## config.mk

```make
export PLATFORM = sky130hd
export DESIGN_NAME = timer3_top
export DESIGN_NICKNAME = d
export VERILOG_FILES = /design/src/rtl/timer3_pkg.sv /design/src/rtl/pin_event_if.sv /design/src/rtl/pin_edge_sync.sv /design/src/rtl/timer3_top.sv
export SDC_FILE = /design/constraint.sdc
export NUM_CORES = 1
export LEC_CHECK = 0
export CORE_UTILIZATION = 65
export DETAILED_ROUTE_END_ITERATION = 12
export DONT_BUFFER_PORTS = 1
export MAX_ROUTING_LAYER = met4
export PLACE_DENSITY = 0.89
export SYNTH_ARGS = -nofsm -noshare
export SYNTH_HDL_FRONTEND = slang
export SYNTH_SLANG_ARGS = --single-unit
```

## constraint.sdc

```tcl
create_clock -name MCLK_IN -period 4.69 [get_ports MCLK_IN]
set_input_delay 0.469 -clock MCLK_IN [delete_from_list [all_inputs] [get_ports MCLK_IN]]
set_output_delay 0.469 -clock MCLK_IN [all_outputs]
set_load 0.01 [all_outputs]
```

## src/rtl/timer3_pkg.sv

```systemverilog
// Constants, register map and field layout of the 16-bit capture/reload/baud timer.
package timer3_pkg;

   // ==========================================================================
   // Register addresses on the special function register port.
   // ==========================================================================
   localparam logic [7:0] ADDR_CONTROL      = 8'h00_C8; // Timer control and flags.
   localparam logic [7:0] ADDR_RELOAD_LOW   = 8'h00_CA; // Capture/reload low byte.
   localparam logic [7:0] ADDR_RELOAD_HIGH  = 8'h00_CB; // Capture/reload high byte.
   localparam logic [7:0] ADDR_COUNT_LOW    = 8'h00_CC; // Count low byte.
   localparam logic [7:0] ADDR_COUNT_HIGH   = 8'h00_CD; // Count high byte.

   // ==========================================================================
   // Bit positions in the control register.
   // ==========================================================================
   localparam int BIT_OVERFLOW   = 7; // Overflow flag.
   localparam int BIT_EXTERNAL   = 6; // External event flag.
   localparam int BIT_RX_SELECT  = 5; // Receive clock select.
   localparam int BIT_TX_SELECT  = 4; // Transmit clock select.
   localparam int BIT_EXT_ENABLE = 3; // External trigger enable.
   localparam int BIT_RUN        = 2; // Run control.
   localparam int BIT_COUNTER    = 1; // Counter/timer select.
   localparam int BIT_CAPTURE    = 0; // Capture/reload select.

   // ==========================================================================
   // Reset values.
   // ==========================================================================
   localparam logic [7:0]  CONTROL_RESET = 8'h00_00; // All control bits cleared.
   localparam logic [15:0] COUNT_RESET   = 16'h0000; // Count cleared.
   localparam logic [15:0] RELOAD_RESET  = 16'h0000; // Reload pair cleared.
   localparam logic [15:0] COUNT_ALL_ONES = 16'hFFFF; // Value that overflows.
   localparam logic [7:0]  READ_UNMAPPED = 8'h00_00; // Answer to other addresses.

   // ==========================================================================
   // Prescaler: CPU clocks per increment.
   // ==========================================================================
   localparam int         CLOCKS_PER_TICK_BAUD = 2;  // Baud generator time base.
   localparam int         CLOCKS_PER_TICK_FAST = 4;  // Rate bit set.
   localparam int         CLOCKS_PER_TICK_SLOW = 12; // Rate bit clear.
   localparam logic [3:0] PRESCALE_LAST = 4'(CLOCKS_PER_TICK_SLOW - 1); // Wrap value.

   // Increment source selected by the mode bits.
   typedef enum logic [1:0] {
      TICK_SLOW = 2'b00, // Every twelve clocks.
      TICK_FAST = 2'b01, // Every four clocks.
      TICK_BAUD = 2'b10, // Every two clocks.
      TICK_PIN  = 2'b11  // Falling edge on the count pin.
   } tick_source_t;

endpackage : timer3_pkg

```

## src/rtl/pin_event_if.sv

```systemverilog
// Carrier for the synchronised pin edge events between the timer modules.
`timescale 1ns/1ps
interface pin_event_if;
   logic trigger_fall; // One-cycle pulse: falling edge on the trigger pin.
   logic count_fall;   // One-cycle pulse: falling edge on the count pin.

   // The synchroniser drives the events.
   modport producer (output trigger_fall, output count_fall);
   // The timer core consumes them.
   modport consumer (input trigger_fall, input count_fall);
endinterface : pin_event_if

```

## src/rtl/pin_edge_sync.sv

```systemverilog
// Two-flop synchroniser and falling edge detector for the trigger and count pins.
`timescale 1ns/1ps
module pin_edge_sync (
   input  wire logic        clk,
   input  wire logic        rst_n,
   input  wire logic        ce,
   input  wire logic [1:0]  pins,
   pin_event_if.producer    events
);
   import timer3_pkg::*;

   // ==========================================================================
   // Synchroniser chain, one per pin.
   // ==========================================================================
   logic [1:0] sync_first;  // First stage, read only by the second stage.
   logic [1:0] sync_second; // Second stage, safe to use.
   logic [1:0] sample_prev; // Registered previous safe sample.
   logic [1:0] fall;        // Registered high followed by low sample.

   genvar i;
   generate
      for (i = 0; i < 2; i++) begin : g_pin
         // Pins idle high so a reset does not invent an edge.
         always_ff @(posedge clk) begin
            if (!rst_n) begin
               sync_first[i]  <= 1'b1;
               sync_second[i] <= 1'b1;
               sample_prev[i] <= 1'b1;
            end else if (ce) begin
               sync_first[i]  <= pins[i];
               sync_second[i] <= sync_first[i];
               sample_prev[i] <= sync_second[i];
            end
         end
         // A falling edge is a registered high sample followed by a low one.
         assign fall[i] = sample_prev[i] & ~sync_second[i];
      end
   endgenerate

   // Bit 0 is the trigger pin, bit 1 the count pin.
   assign events.trigger_fall = fall[0];
   assign events.count_fall   = fall[1];

endmodule : pin_edge_sync

```

## src/rtl/timer3_top.sv

```systemverilog
// Sixteen-bit timer/counter with capture, auto-reload and baud generation.
`timescale 1ns/1ps
module timer3_top (
   input  wire logic       MCLK_IN,          // CPU clock, 100 MHz.
   input  wire logic       RESETN_IN,        // Synchronous active-low reset.
   input  wire logic       CE_IN,            // Clock enable, freezes all state when low.
   input  wire logic [7:0] SFR_ADDR_IN,      // Register address.
   input  wire logic [7:0] SFR_WDATA_IN,     // Write data.
   input  wire logic       SFR_WE_IN,        // Write strobe.
   output logic      [7:0] SFR_RDATA_OUT,    // Registered read data.
   input  wire logic       RATE_SELECT_IN,   // Rate select bit of the clock control register.
   input  wire logic       TRIGGER_PIN_IN,   // External trigger pin.
   input  wire logic       COUNT_PIN_IN,     // External count pin.
   input  wire logic       TIMER1_OVF_IN,    // Timer 1 overflow pulse.
   output logic            TIMER_IRQ_OUT,    // Timer interrupt request level.
   output logic            RX_SHIFT_CLK_OUT, // Receive shift clock to the serial port.
   output logic            TX_SHIFT_CLK_OUT  // Transmit shift clock to the serial port.
);
   import timer3_pkg::*;

   // ==========================================================================
   // Registers and mode decode.
   // ==========================================================================
   logic [7:0]   control;      // Control and flag register.
   logic [15:0]  count;        // The sixteen-bit count.
   logic [15:0]  reload;       // Capture/reload pair.
   logic [3:0]   prescale;     // Free-running divide-by-twelve counter.
   logic         ovf_pulse;    // Registered overflow pulse.
   logic         baud_mode;    // Either serial clock select is set.
   logic         run;          // Run control bit.
   logic         ext_enable;   // External trigger enable bit.
   logic         capture_mode; // Capture selected and not in baud mode.
   logic         increment;    // Count advances this cycle.
   logic         overflow;     // Count wraps this cycle.
   logic         trig_capture; // Trigger edge copies the count.
   logic         trig_reload;  // Trigger edge reloads the count.
   logic         ext_event;    // Trigger edge sets the external flag.
   logic         ctrl_wr;      // Write to the control register.
   tick_source_t source;       // Selected increment source.
   logic [15:0]  next_count;   // Count after this cycle.

   pin_event_if events ();     // Synchronised pin edges.

   // Pin synchroniser and edge detector.
   pin_edge_sync u_sync (
      .clk    (MCLK_IN),
      .rst_n  (RESETN_IN),
      .ce     (CE_IN),
      .pins   ({COUNT_PIN_IN, TRIGGER_PIN_IN}),
      .events (events.producer)
   );

   // Decides whether the prescaler is at a tick for the given source.
   function automatic logic tick_due(input tick_source_t src, input logic [3:0] pre,
                                     input logic pin_fall);
      logic due;
      due = 1'b0;
      unique case (src)
         TICK_SLOW: due = (pre == PRESCALE_LAST);
         TICK_FAST: due = (pre[1:0] == 2'(CLOCKS_PER_TICK_FAST - 1));
         TICK_BAUD: due = (pre[0] == 1'(CLOCKS_PER_TICK_BAUD - 1));
         TICK_PIN:  due = pin_fall;
      endcase
      return due;
   endfunction : tick_due

   assign run          = control[BIT_RUN];
   assign ext_enable   = control[BIT_EXT_ENABLE];
   assign baud_mode    = control[BIT_RX_SELECT] | control[BIT_TX_SELECT];
   // Serial clocking overrides the capture select and forces reload.
   assign capture_mode = control[BIT_CAPTURE] & ~baud_mode;
   assign ctrl_wr      = SFR_WE_IN && (SFR_ADDR_IN == ADDR_CONTROL);

   // Pick the increment source from the mode bits.
   always_comb begin
      if (control[BIT_COUNTER]) begin
         source = TICK_PIN;
      end else if (baud_mode) begin
         source = TICK_BAUD;
      end else if (RATE_SELECT_IN) begin
         source = TICK_FAST;
      end else begin
         source = TICK_SLOW;
      end
   end

   // The run bit gates every increment.
   assign increment = run && tick_due(source, prescale, events.count_fall);
   assign overflow  = increment && (count == COUNT_ALL_ONES);

   // Trigger edges act only with the external enable set; baud mode sets the flag only.
   assign ext_event    = events.trigger_fall && ext_enable;
   assign trig_capture = ext_event && capture_mode;
   assign trig_reload  = ext_event && !capture_mode && !baud_mode;

   // ==========================================================================
   // Prescaler.
   // ==========================================================================
   // Free-running divider shared by all three timer rates.
   always_ff @(posedge MCLK_IN) begin
      if (!RESETN_IN) begin
         prescale <= 4'h0;
      end else if (CE_IN) begin
         prescale <= (prescale == PRESCALE_LAST) ? 4'h0 : prescale + 4'h1;
      end
   end

   // ==========================================================================
   // Count.
   // ==========================================================================
   // Reloads on overflow outside capture mode and on trigger; software writes win.
   always_comb begin
      next_count = count;
      if (overflow && !capture_mode) begin
         next_count = reload;
      end else if (trig_reload) begin
         next_count = reload;
      end else if (increment) begin
         next_count = count + 16'h0001;
      end
      if (SFR_WE_IN && SFR_ADDR_IN == ADDR_COUNT_LOW) begin
         next_count[7:0] = SFR_WDATA_IN;
      end
      if (SFR_WE_IN && SFR_ADDR_IN == ADDR_COUNT_HIGH) begin
         next_count[15:8] = SFR_WDATA_IN;
      end
   end

   // Count register.
   always_ff @(posedge MCLK_IN) begin
      if (!RESETN_IN) begin
         count <= COUNT_RESET;
      end else if (CE_IN) begin
         count <= next_count;
      end
   end

   // ==========================================================================
   // Capture/reload pair.
   // ==========================================================================
   // A capture wins over a software write in the same cycle.
   always_ff @(posedge MCLK_IN) begin
      if (!RESETN_IN) begin
         reload <= RELOAD_RESET;
      end else if (CE_IN) begin
         if (trig_capture) begin
            reload <= count;
         end else if (SFR_WE_IN && SFR_ADDR_IN == ADDR_RELOAD_LOW) begin
            reload[7:0] <= SFR_WDATA_IN;
         end else if (SFR_WE_IN && SFR_ADDR_IN == ADDR_RELOAD_HIGH) begin
            reload[15:8] <= SFR_WDATA_IN;
         end
      end
   end

   // ==========================================================================
   // Control register and flags.
   // ==========================================================================
   // Hardware set wins over a software clear; writing one sets a flag.
   always_ff @(posedge MCLK_IN) begin
      if (!RESETN_IN) begin
         control <= CONTROL_RESET;
      end else if (CE_IN) begin
         if (ctrl_wr) begin
            control <= SFR_WDATA_IN;
         end
         if (overflow && !baud_mode) begin
            control[BIT_OVERFLOW] <= 1'b1;
         end
         if (ext_event) begin
            control[BIT_EXTERNAL] <= 1'b1;
         end
      end
   end

   // Either flag raises the request; enabling is the interrupt controller's job.
   assign TIMER_IRQ_OUT = control[BIT_OVERFLOW] | control[BIT_EXTERNAL];

   // ==========================================================================
   // Serial shift clocks.
   // ==========================================================================
   // Overflow pulse registered for the serial port in baud mode.
   always_ff @(posedge MCLK_IN) begin
      if (!RESETN_IN) begin
         ovf_pulse <= 1'b0;
      end else if (CE_IN) begin
         ovf_pulse <= overflow && baud_mode;
      end
   end

   // Each select picks this timer's overflow or Timer 1's.
   assign RX_SHIFT_CLK_OUT = control[BIT_RX_SELECT] ? ovf_pulse : TIMER1_OVF_IN;
   assign TX_SHIFT_CLK_OUT = control[BIT_TX_SELECT] ? ovf_pulse : TIMER1_OVF_IN;

   // ==========================================================================
   // Read port.
   // ==========================================================================
   // Read data is registered one cycle after the address.
   always_ff @(posedge MCLK_IN) begin
      if (!RESETN_IN) begin
         SFR_RDATA_OUT <= READ_UNMAPPED;
      end else if (CE_IN) begin
         unique case (SFR_ADDR_IN)
            ADDR_CONTROL:     SFR_RDATA_OUT <= control;
            ADDR_RELOAD_LOW:  SFR_RDATA_OUT <= reload[7:0];
            ADDR_RELOAD_HIGH: SFR_RDATA_OUT <= reload[15:8];
            ADDR_COUNT_LOW:   SFR_RDATA_OUT <= count[7:0];
            ADDR_COUNT_HIGH:  SFR_RDATA_OUT <= count[15:8];
            default:          SFR_RDATA_OUT <= READ_UNMAPPED;
         endcase
      end
   end

   // ==========================================================================
   // Assertions.
   // ==========================================================================
   // Overflow outside baud mode sets the overflow flag.
   chk_ovf_sets_flag: assert property (
      @(posedge MCLK_IN) disable iff (!RESETN_IN)
      CE_IN && overflow && !baud_mode |=> control[BIT_OVERFLOW])
      else $error("Overflow did not set the overflow flag.");

   // Baud mode never sets the overflow flag by hardware.
   chk_baud_no_flag: assert property (
      @(posedge MCLK_IN) disable iff (!RESETN_IN)
      CE_IN && baud_mode && !control[BIT_OVERFLOW] && !ctrl_wr |=> !control[BIT_OVERFLOW])
      else $error("Overflow flag set in baud mode.");

   // A software write of one to a flag raises the request next cycle.
   chk_sw_force_irq: assert property (
      @(posedge MCLK_IN) disable iff (!RESETN_IN)
      CE_IN && ctrl_wr && (SFR_WDATA_IN[BIT_OVERFLOW] || SFR_WDATA_IN[BIT_EXTERNAL])
      |=> TIMER_IRQ_OUT)
      else $error("Flag write did not raise the interrupt request.");

   // An enabled trigger edge sets the external flag.
   chk_ext_flag_set: assert property (
      @(posedge MCLK_IN) disable iff (!RESETN_IN)
      CE_IN && events.trigger_fall && ext_enable |=> control[BIT_EXTERNAL])
      else $error("Trigger edge did not set the external flag.");

   // With the enable clear the trigger changes neither flag nor reload pair.
   chk_trig_ignored: assert property (
      @(posedge MCLK_IN) disable iff (!RESETN_IN)
      CE_IN && events.trigger_fall && !ext_enable && !ctrl_wr && !SFR_WE_IN
      |=> $stable(control[BIT_EXTERNAL]) && $stable(reload))
      else $error("Trigger edge acted while disabled.");

   // Capture copies the whole count.
   chk_capture_copy: assert property (
      @(posedge MCLK_IN) disable iff (!RESETN_IN)
      CE_IN && trig_capture |=> reload == $past(count))
      else $error("Capture did not copy the count.");

   // Overflow in reload mode loads the reload pair.
   chk_ovf_reload: assert property (
      @(posedge MCLK_IN) disable iff (!RESETN_IN)
      CE_IN && overflow && !capture_mode && !SFR_WE_IN |=> count == $past(reload))
      else $error("Overflow did not reload the count.");

   // With run clear the count holds unless written or reloaded.
   chk_stopped_holds: assert property (
      @(posedge MCLK_IN) disable iff (!RESETN_IN)
      CE_IN && !run && !SFR_WE_IN && !trig_reload |=> $stable(count))
      else $error("Count moved while stopped.");

   // Baud timer ticks advance the count on every second clock.
   // Only checked once baud counting already ran in the previous enabled cycle,
   // so the cycle in which run is first set cannot trip it.
   chk_baud_rate: assert property (
      @(posedge MCLK_IN) disable iff (!RESETN_IN)
      CE_IN && $past(CE_IN) && source == TICK_BAUD && run
      && $past(source == TICK_BAUD && run) |-> increment != $past(increment))
      else $error("Baud time base is not every second clock.");

   // Own overflow reaches the selected transmit clock.
   chk_tx_select: assert property (
      @(posedge MCLK_IN) disable iff (!RESETN_IN)
      control[BIT_TX_SELECT] && ovf_pulse |-> TX_SHIFT_CLK_OUT)
      else $error("Transmit shift clock missing.");

   // Main scenarios.
   cov_capture:  cover property (@(posedge MCLK_IN) CE_IN && trig_capture);
   cov_reload:   cover property (@(posedge MCLK_IN) CE_IN && overflow && !baud_mode);
   cov_baud_ovf: cover property (@(posedge MCLK_IN) CE_IN && overflow && baud_mode);

endmodule : timer3_top

```

==> out/qor.csv <==
stage,metric,value,unit
layout,layout-drive-gt1-share,0.114,
setup_path,critPathArrivalTime,3.11,ns
power,p_clk_frac,0.497,
routing,wl,9860,µm
yosys,syn-cell-area,0.00353,mm²
floorplanning,fp.dieW,75.7,µm
global_route,grt_overflow_total,0,
timing,grt_setup_unrepaired,false,
clocking,post-cts-setup-buffers,0,
layout,diodes,0,
setup_path,crit_path_start_kind,flop,
floorplanning,start_util,0.683,
power,sw_frac_of_total,0.223,
placement,port_buffers,0,
yosys,synth.top_cell.area_share,0.335,
setup_path,max_stage_delay,0.54,ns
power,switchingPower,244,µW
clocking,cts_tree,done,
worst_hold_path,whs_path_depth,1,
power,irDropWorstVdd,0.312,mV
yosys,post-synth-top-count-cell,dfxtp_1,
clocking,hold_buffers,0,
timing,holdWs,0.184,ns
setup_path,crit_slowest_cell,and2_1,
yosys,synth.top_cells.by_area,"dfxtp_1, mux2i_1, nor2_1, mux2_2, o21ai_0",
timing,fin_crit,2.87,ns
yosys,synth-simple-area-share,0.200,
power,powerDensity,297,mW/mm²
yosys,netlist_instances,422,
setup_path,crit_required,4.93,ns
yosys,ys_async_sr_fraction,0,
routing,dr.pass1.iters,7,
clocking,htreeDepth,3,
yosys,ys_dominant_reg_cell,dfxtp_1,
floorplanning,dieArea,0.00573,mm²
clocking,cts.sinks,59,
clocking,clock_latency,0.35,ns
setup_path,ff2ff_path_depth,7,
timing,slew_viol_final,0,
routing,vias,3255,
placement,gp_congestion,1.00,
floorplanning,io-pin-count,35,
worst_hold_path,min_from,RESETN_IN,
global_route,grt_first_pass_wirelength,14900,µm
setup_path,end_kind,flop,
run,drv_cap,0,
setup_path,critPathMaxFanout,17,
power,power_frac_comb,0.032,
yosys,yosysWarningCount,0,
floorplanning,rows,26,
global_route,grt_antenna_before_repair,0,
timing,clock_skew,0.00536,ns
global_route,grt_start_max_net_pins,40,
run_status,status,finished clean,
timing,finalCritPeriodShare,0.612,
yosys,synth_edf_count,0,
power,cellInternalPower,850,µW
yosys,synth_top_family_by_area,compound AO/OA/AOI/OAI gates,
floorplanning,die-height,75.7,µm
layout,syn2layout_area_growth,4.54,%
yosys,synth-adder-area-share,0.00709,
setup_path,cp-startpoint,count[0],
clocking,cts-resized-gates,0,
yosys,yosys-mux-area-fraction,0.150,
setup_path,reg2reg_slack,1.82,ns
setup_path,r2r_end,count[8],
setup_path,path_class,reg2reg,
yosys,avgSynthCellArea,8.37,µm²
routing,via_per_inst,6.85,
routing,final_antenna_net_count,0,
placement,place_hpwl,6820,µm
yosys,yosys.cell_types.count,58,
routing,drt_iter0_markers,396,
power,leakagePower,1.28,nW
timing,hold_viol,0,
setup_path,r2r-start,count[0],
yosys,synthXorXnorAreaFrac,0.0298,
floorplanning,core,0.00517,mm²
layout,fin_nets,426,
setup_path,crit_chain,ha_1 -> nand3_2 -> nor4_4 -> o2111ai_2 -> and2_1 -> mux2i_1 -> o32ai_1,
timing,finalSetupTns,0,ns
power,p_seq_frac,0.470,
clocking,cts_root_buf,clkbuf_8,
clocking,clockBufferDepth,2,
clocking,cts-buffers-inserted,9,
global_route,grtUsageTotal,0.377,
global_route,grt_pass1_vias,2938,
timing,finalSetupViolCount,0,
timing,slew_headroom,0.286,
yosys,syn_nets,448,
clocking,clk_pin_slew,0.07,ns
yosys,synth-seq-cells,59,
setup_path,critical_path.top_delay_family,simple AND/OR/NAND/NOR gates,
placement,placed_area,0.00346,mm²
layout,fin_area,0.00369,mm²
yosys,yosysSeqAreaShare,0.335,
timing,worstMarginPinSlew,1.06,ns
yosys,synth-compound-area-share,0.228,
routing,route.detailed.drc,0,
timing,max_freq,0.348,GHz
worst_hold_path,min_path_type,in2reg,
worst_hold_path,holdPathEnd,u_sync.sync_second[1],
yosys,yosys.area.top_type,dfxtp_1,
routing,wl_per_cell,20.8,µm
setup_path,path_buf_inv,0,
yosys,synth_top_cells_by_count,"dfxtp_1, nor2_1, mux2i_1",
state kept, by name, indices dropped and copies added (netlist names):
name,cells
SFR_RDATA_OUT,8
control,8
count,16
ovf_pulse,1
prescale,4
reload,16
u_sync.sample_prev,2
u_sync.sync_first,2
u_sync.sync_second,2
stage by stage:
stage | power (mW) | worst slack, ns | instances | util
floorplan | 0.566 | 2.59 | 422 | -
global placement | 0.559 | 2.05 | 459 | 0.670
detailed placement | 0.561 | 1.90 | 459 | 0.670
CTS | 1.09 | 1.89 | 475 | 0.714
global route | 1.12 | 1.66 | 475 | 0.714
finish | 1.09 | 1.82 | 475 | 0.714
final cells by class:
class / count / area, µm²
clock inverters: 5 / 75.1
clock buffers: 11 / 151
well taps: 70 / 87.6
flip-flops and latches: 59 / 1180
multi-input cells: 324 / 2170
repair buffers: 1 / 7.51
fillers: 395 / 1480
inverters: 5 / 18.8
logic make-up (layout without fill, tap and decap cells):
logic type / after synthesis / in the layout
xor gates and xnor gates: 12 / 12
and+or+nand+nor: 137 / 137
adders and majority gates: 2 / 2
DFF: 59 / 59
buffers and inverters: 39 / 22
AOI/OAI and AO/OA: 122 / 122
muxes: 51 / 51
cells in the final DEF (no fill, tap or decap), drive strengths merged, types with 2 or more instances in the layout:
cell type   n
a211oi     16
a21boi      3
a21oi      23
a221oi      4
a22oi       5
a31oi      20
and2        2
and3        4
and4        3
bufinv      2
clkbuf     11
clkinv      4
dfxtp      59
ha          2
inv         4
mux2       14
mux2i      37
nand2      33
nand2b      3
nand3      15
nand3b      3
nand4       4
nand4b      2
nor2       47
nor2b       4
nor3        7
nor4        5
o21a        3
o21ai      32
o221a       2
o31a        2
o32ai       2
or2         3
xnor2      11
power groups by stage:
stage | sequential, mW | combinational (mW) | clock [mW]
2_1_floorplan | 0.524 | 0.0419 | 0
3_3_place_gp | 0.525 | 0.0334 | 0
4_1_cts | 0.515 | 0.0355 | 0.537
3_5_place_dp | 0.526 | 0.0353 | 0
6_report | 0.515 | 0.0355 | 0.544
5_1_grt | 0.515 | 0.0392 | 0.564
worst max-delay path by stage:
stage          cells past startpoint   endpoint  slack [ns]
2_1_floorplan                      9  count[10]        2.59
3_3_place_gp                       7   count[8]        2.05
3_5_place_dp                       7   count[8]        1.90
4_1_cts                            7   count[8]        1.89
5_1_grt                            7   count[1]        1.66
6_report                           7   count[8]        1.82
layer usage:
metal	vias to the layer above	share of wire	global-route usage
met5	-	0	-
li1	1500	-	-
met3	39	0.11	0.0767
met2	230	0.45	0.566
met1	1486	0.40	0.487
met4	0	0.039	0.171
(Power assumes the default switching activity.)
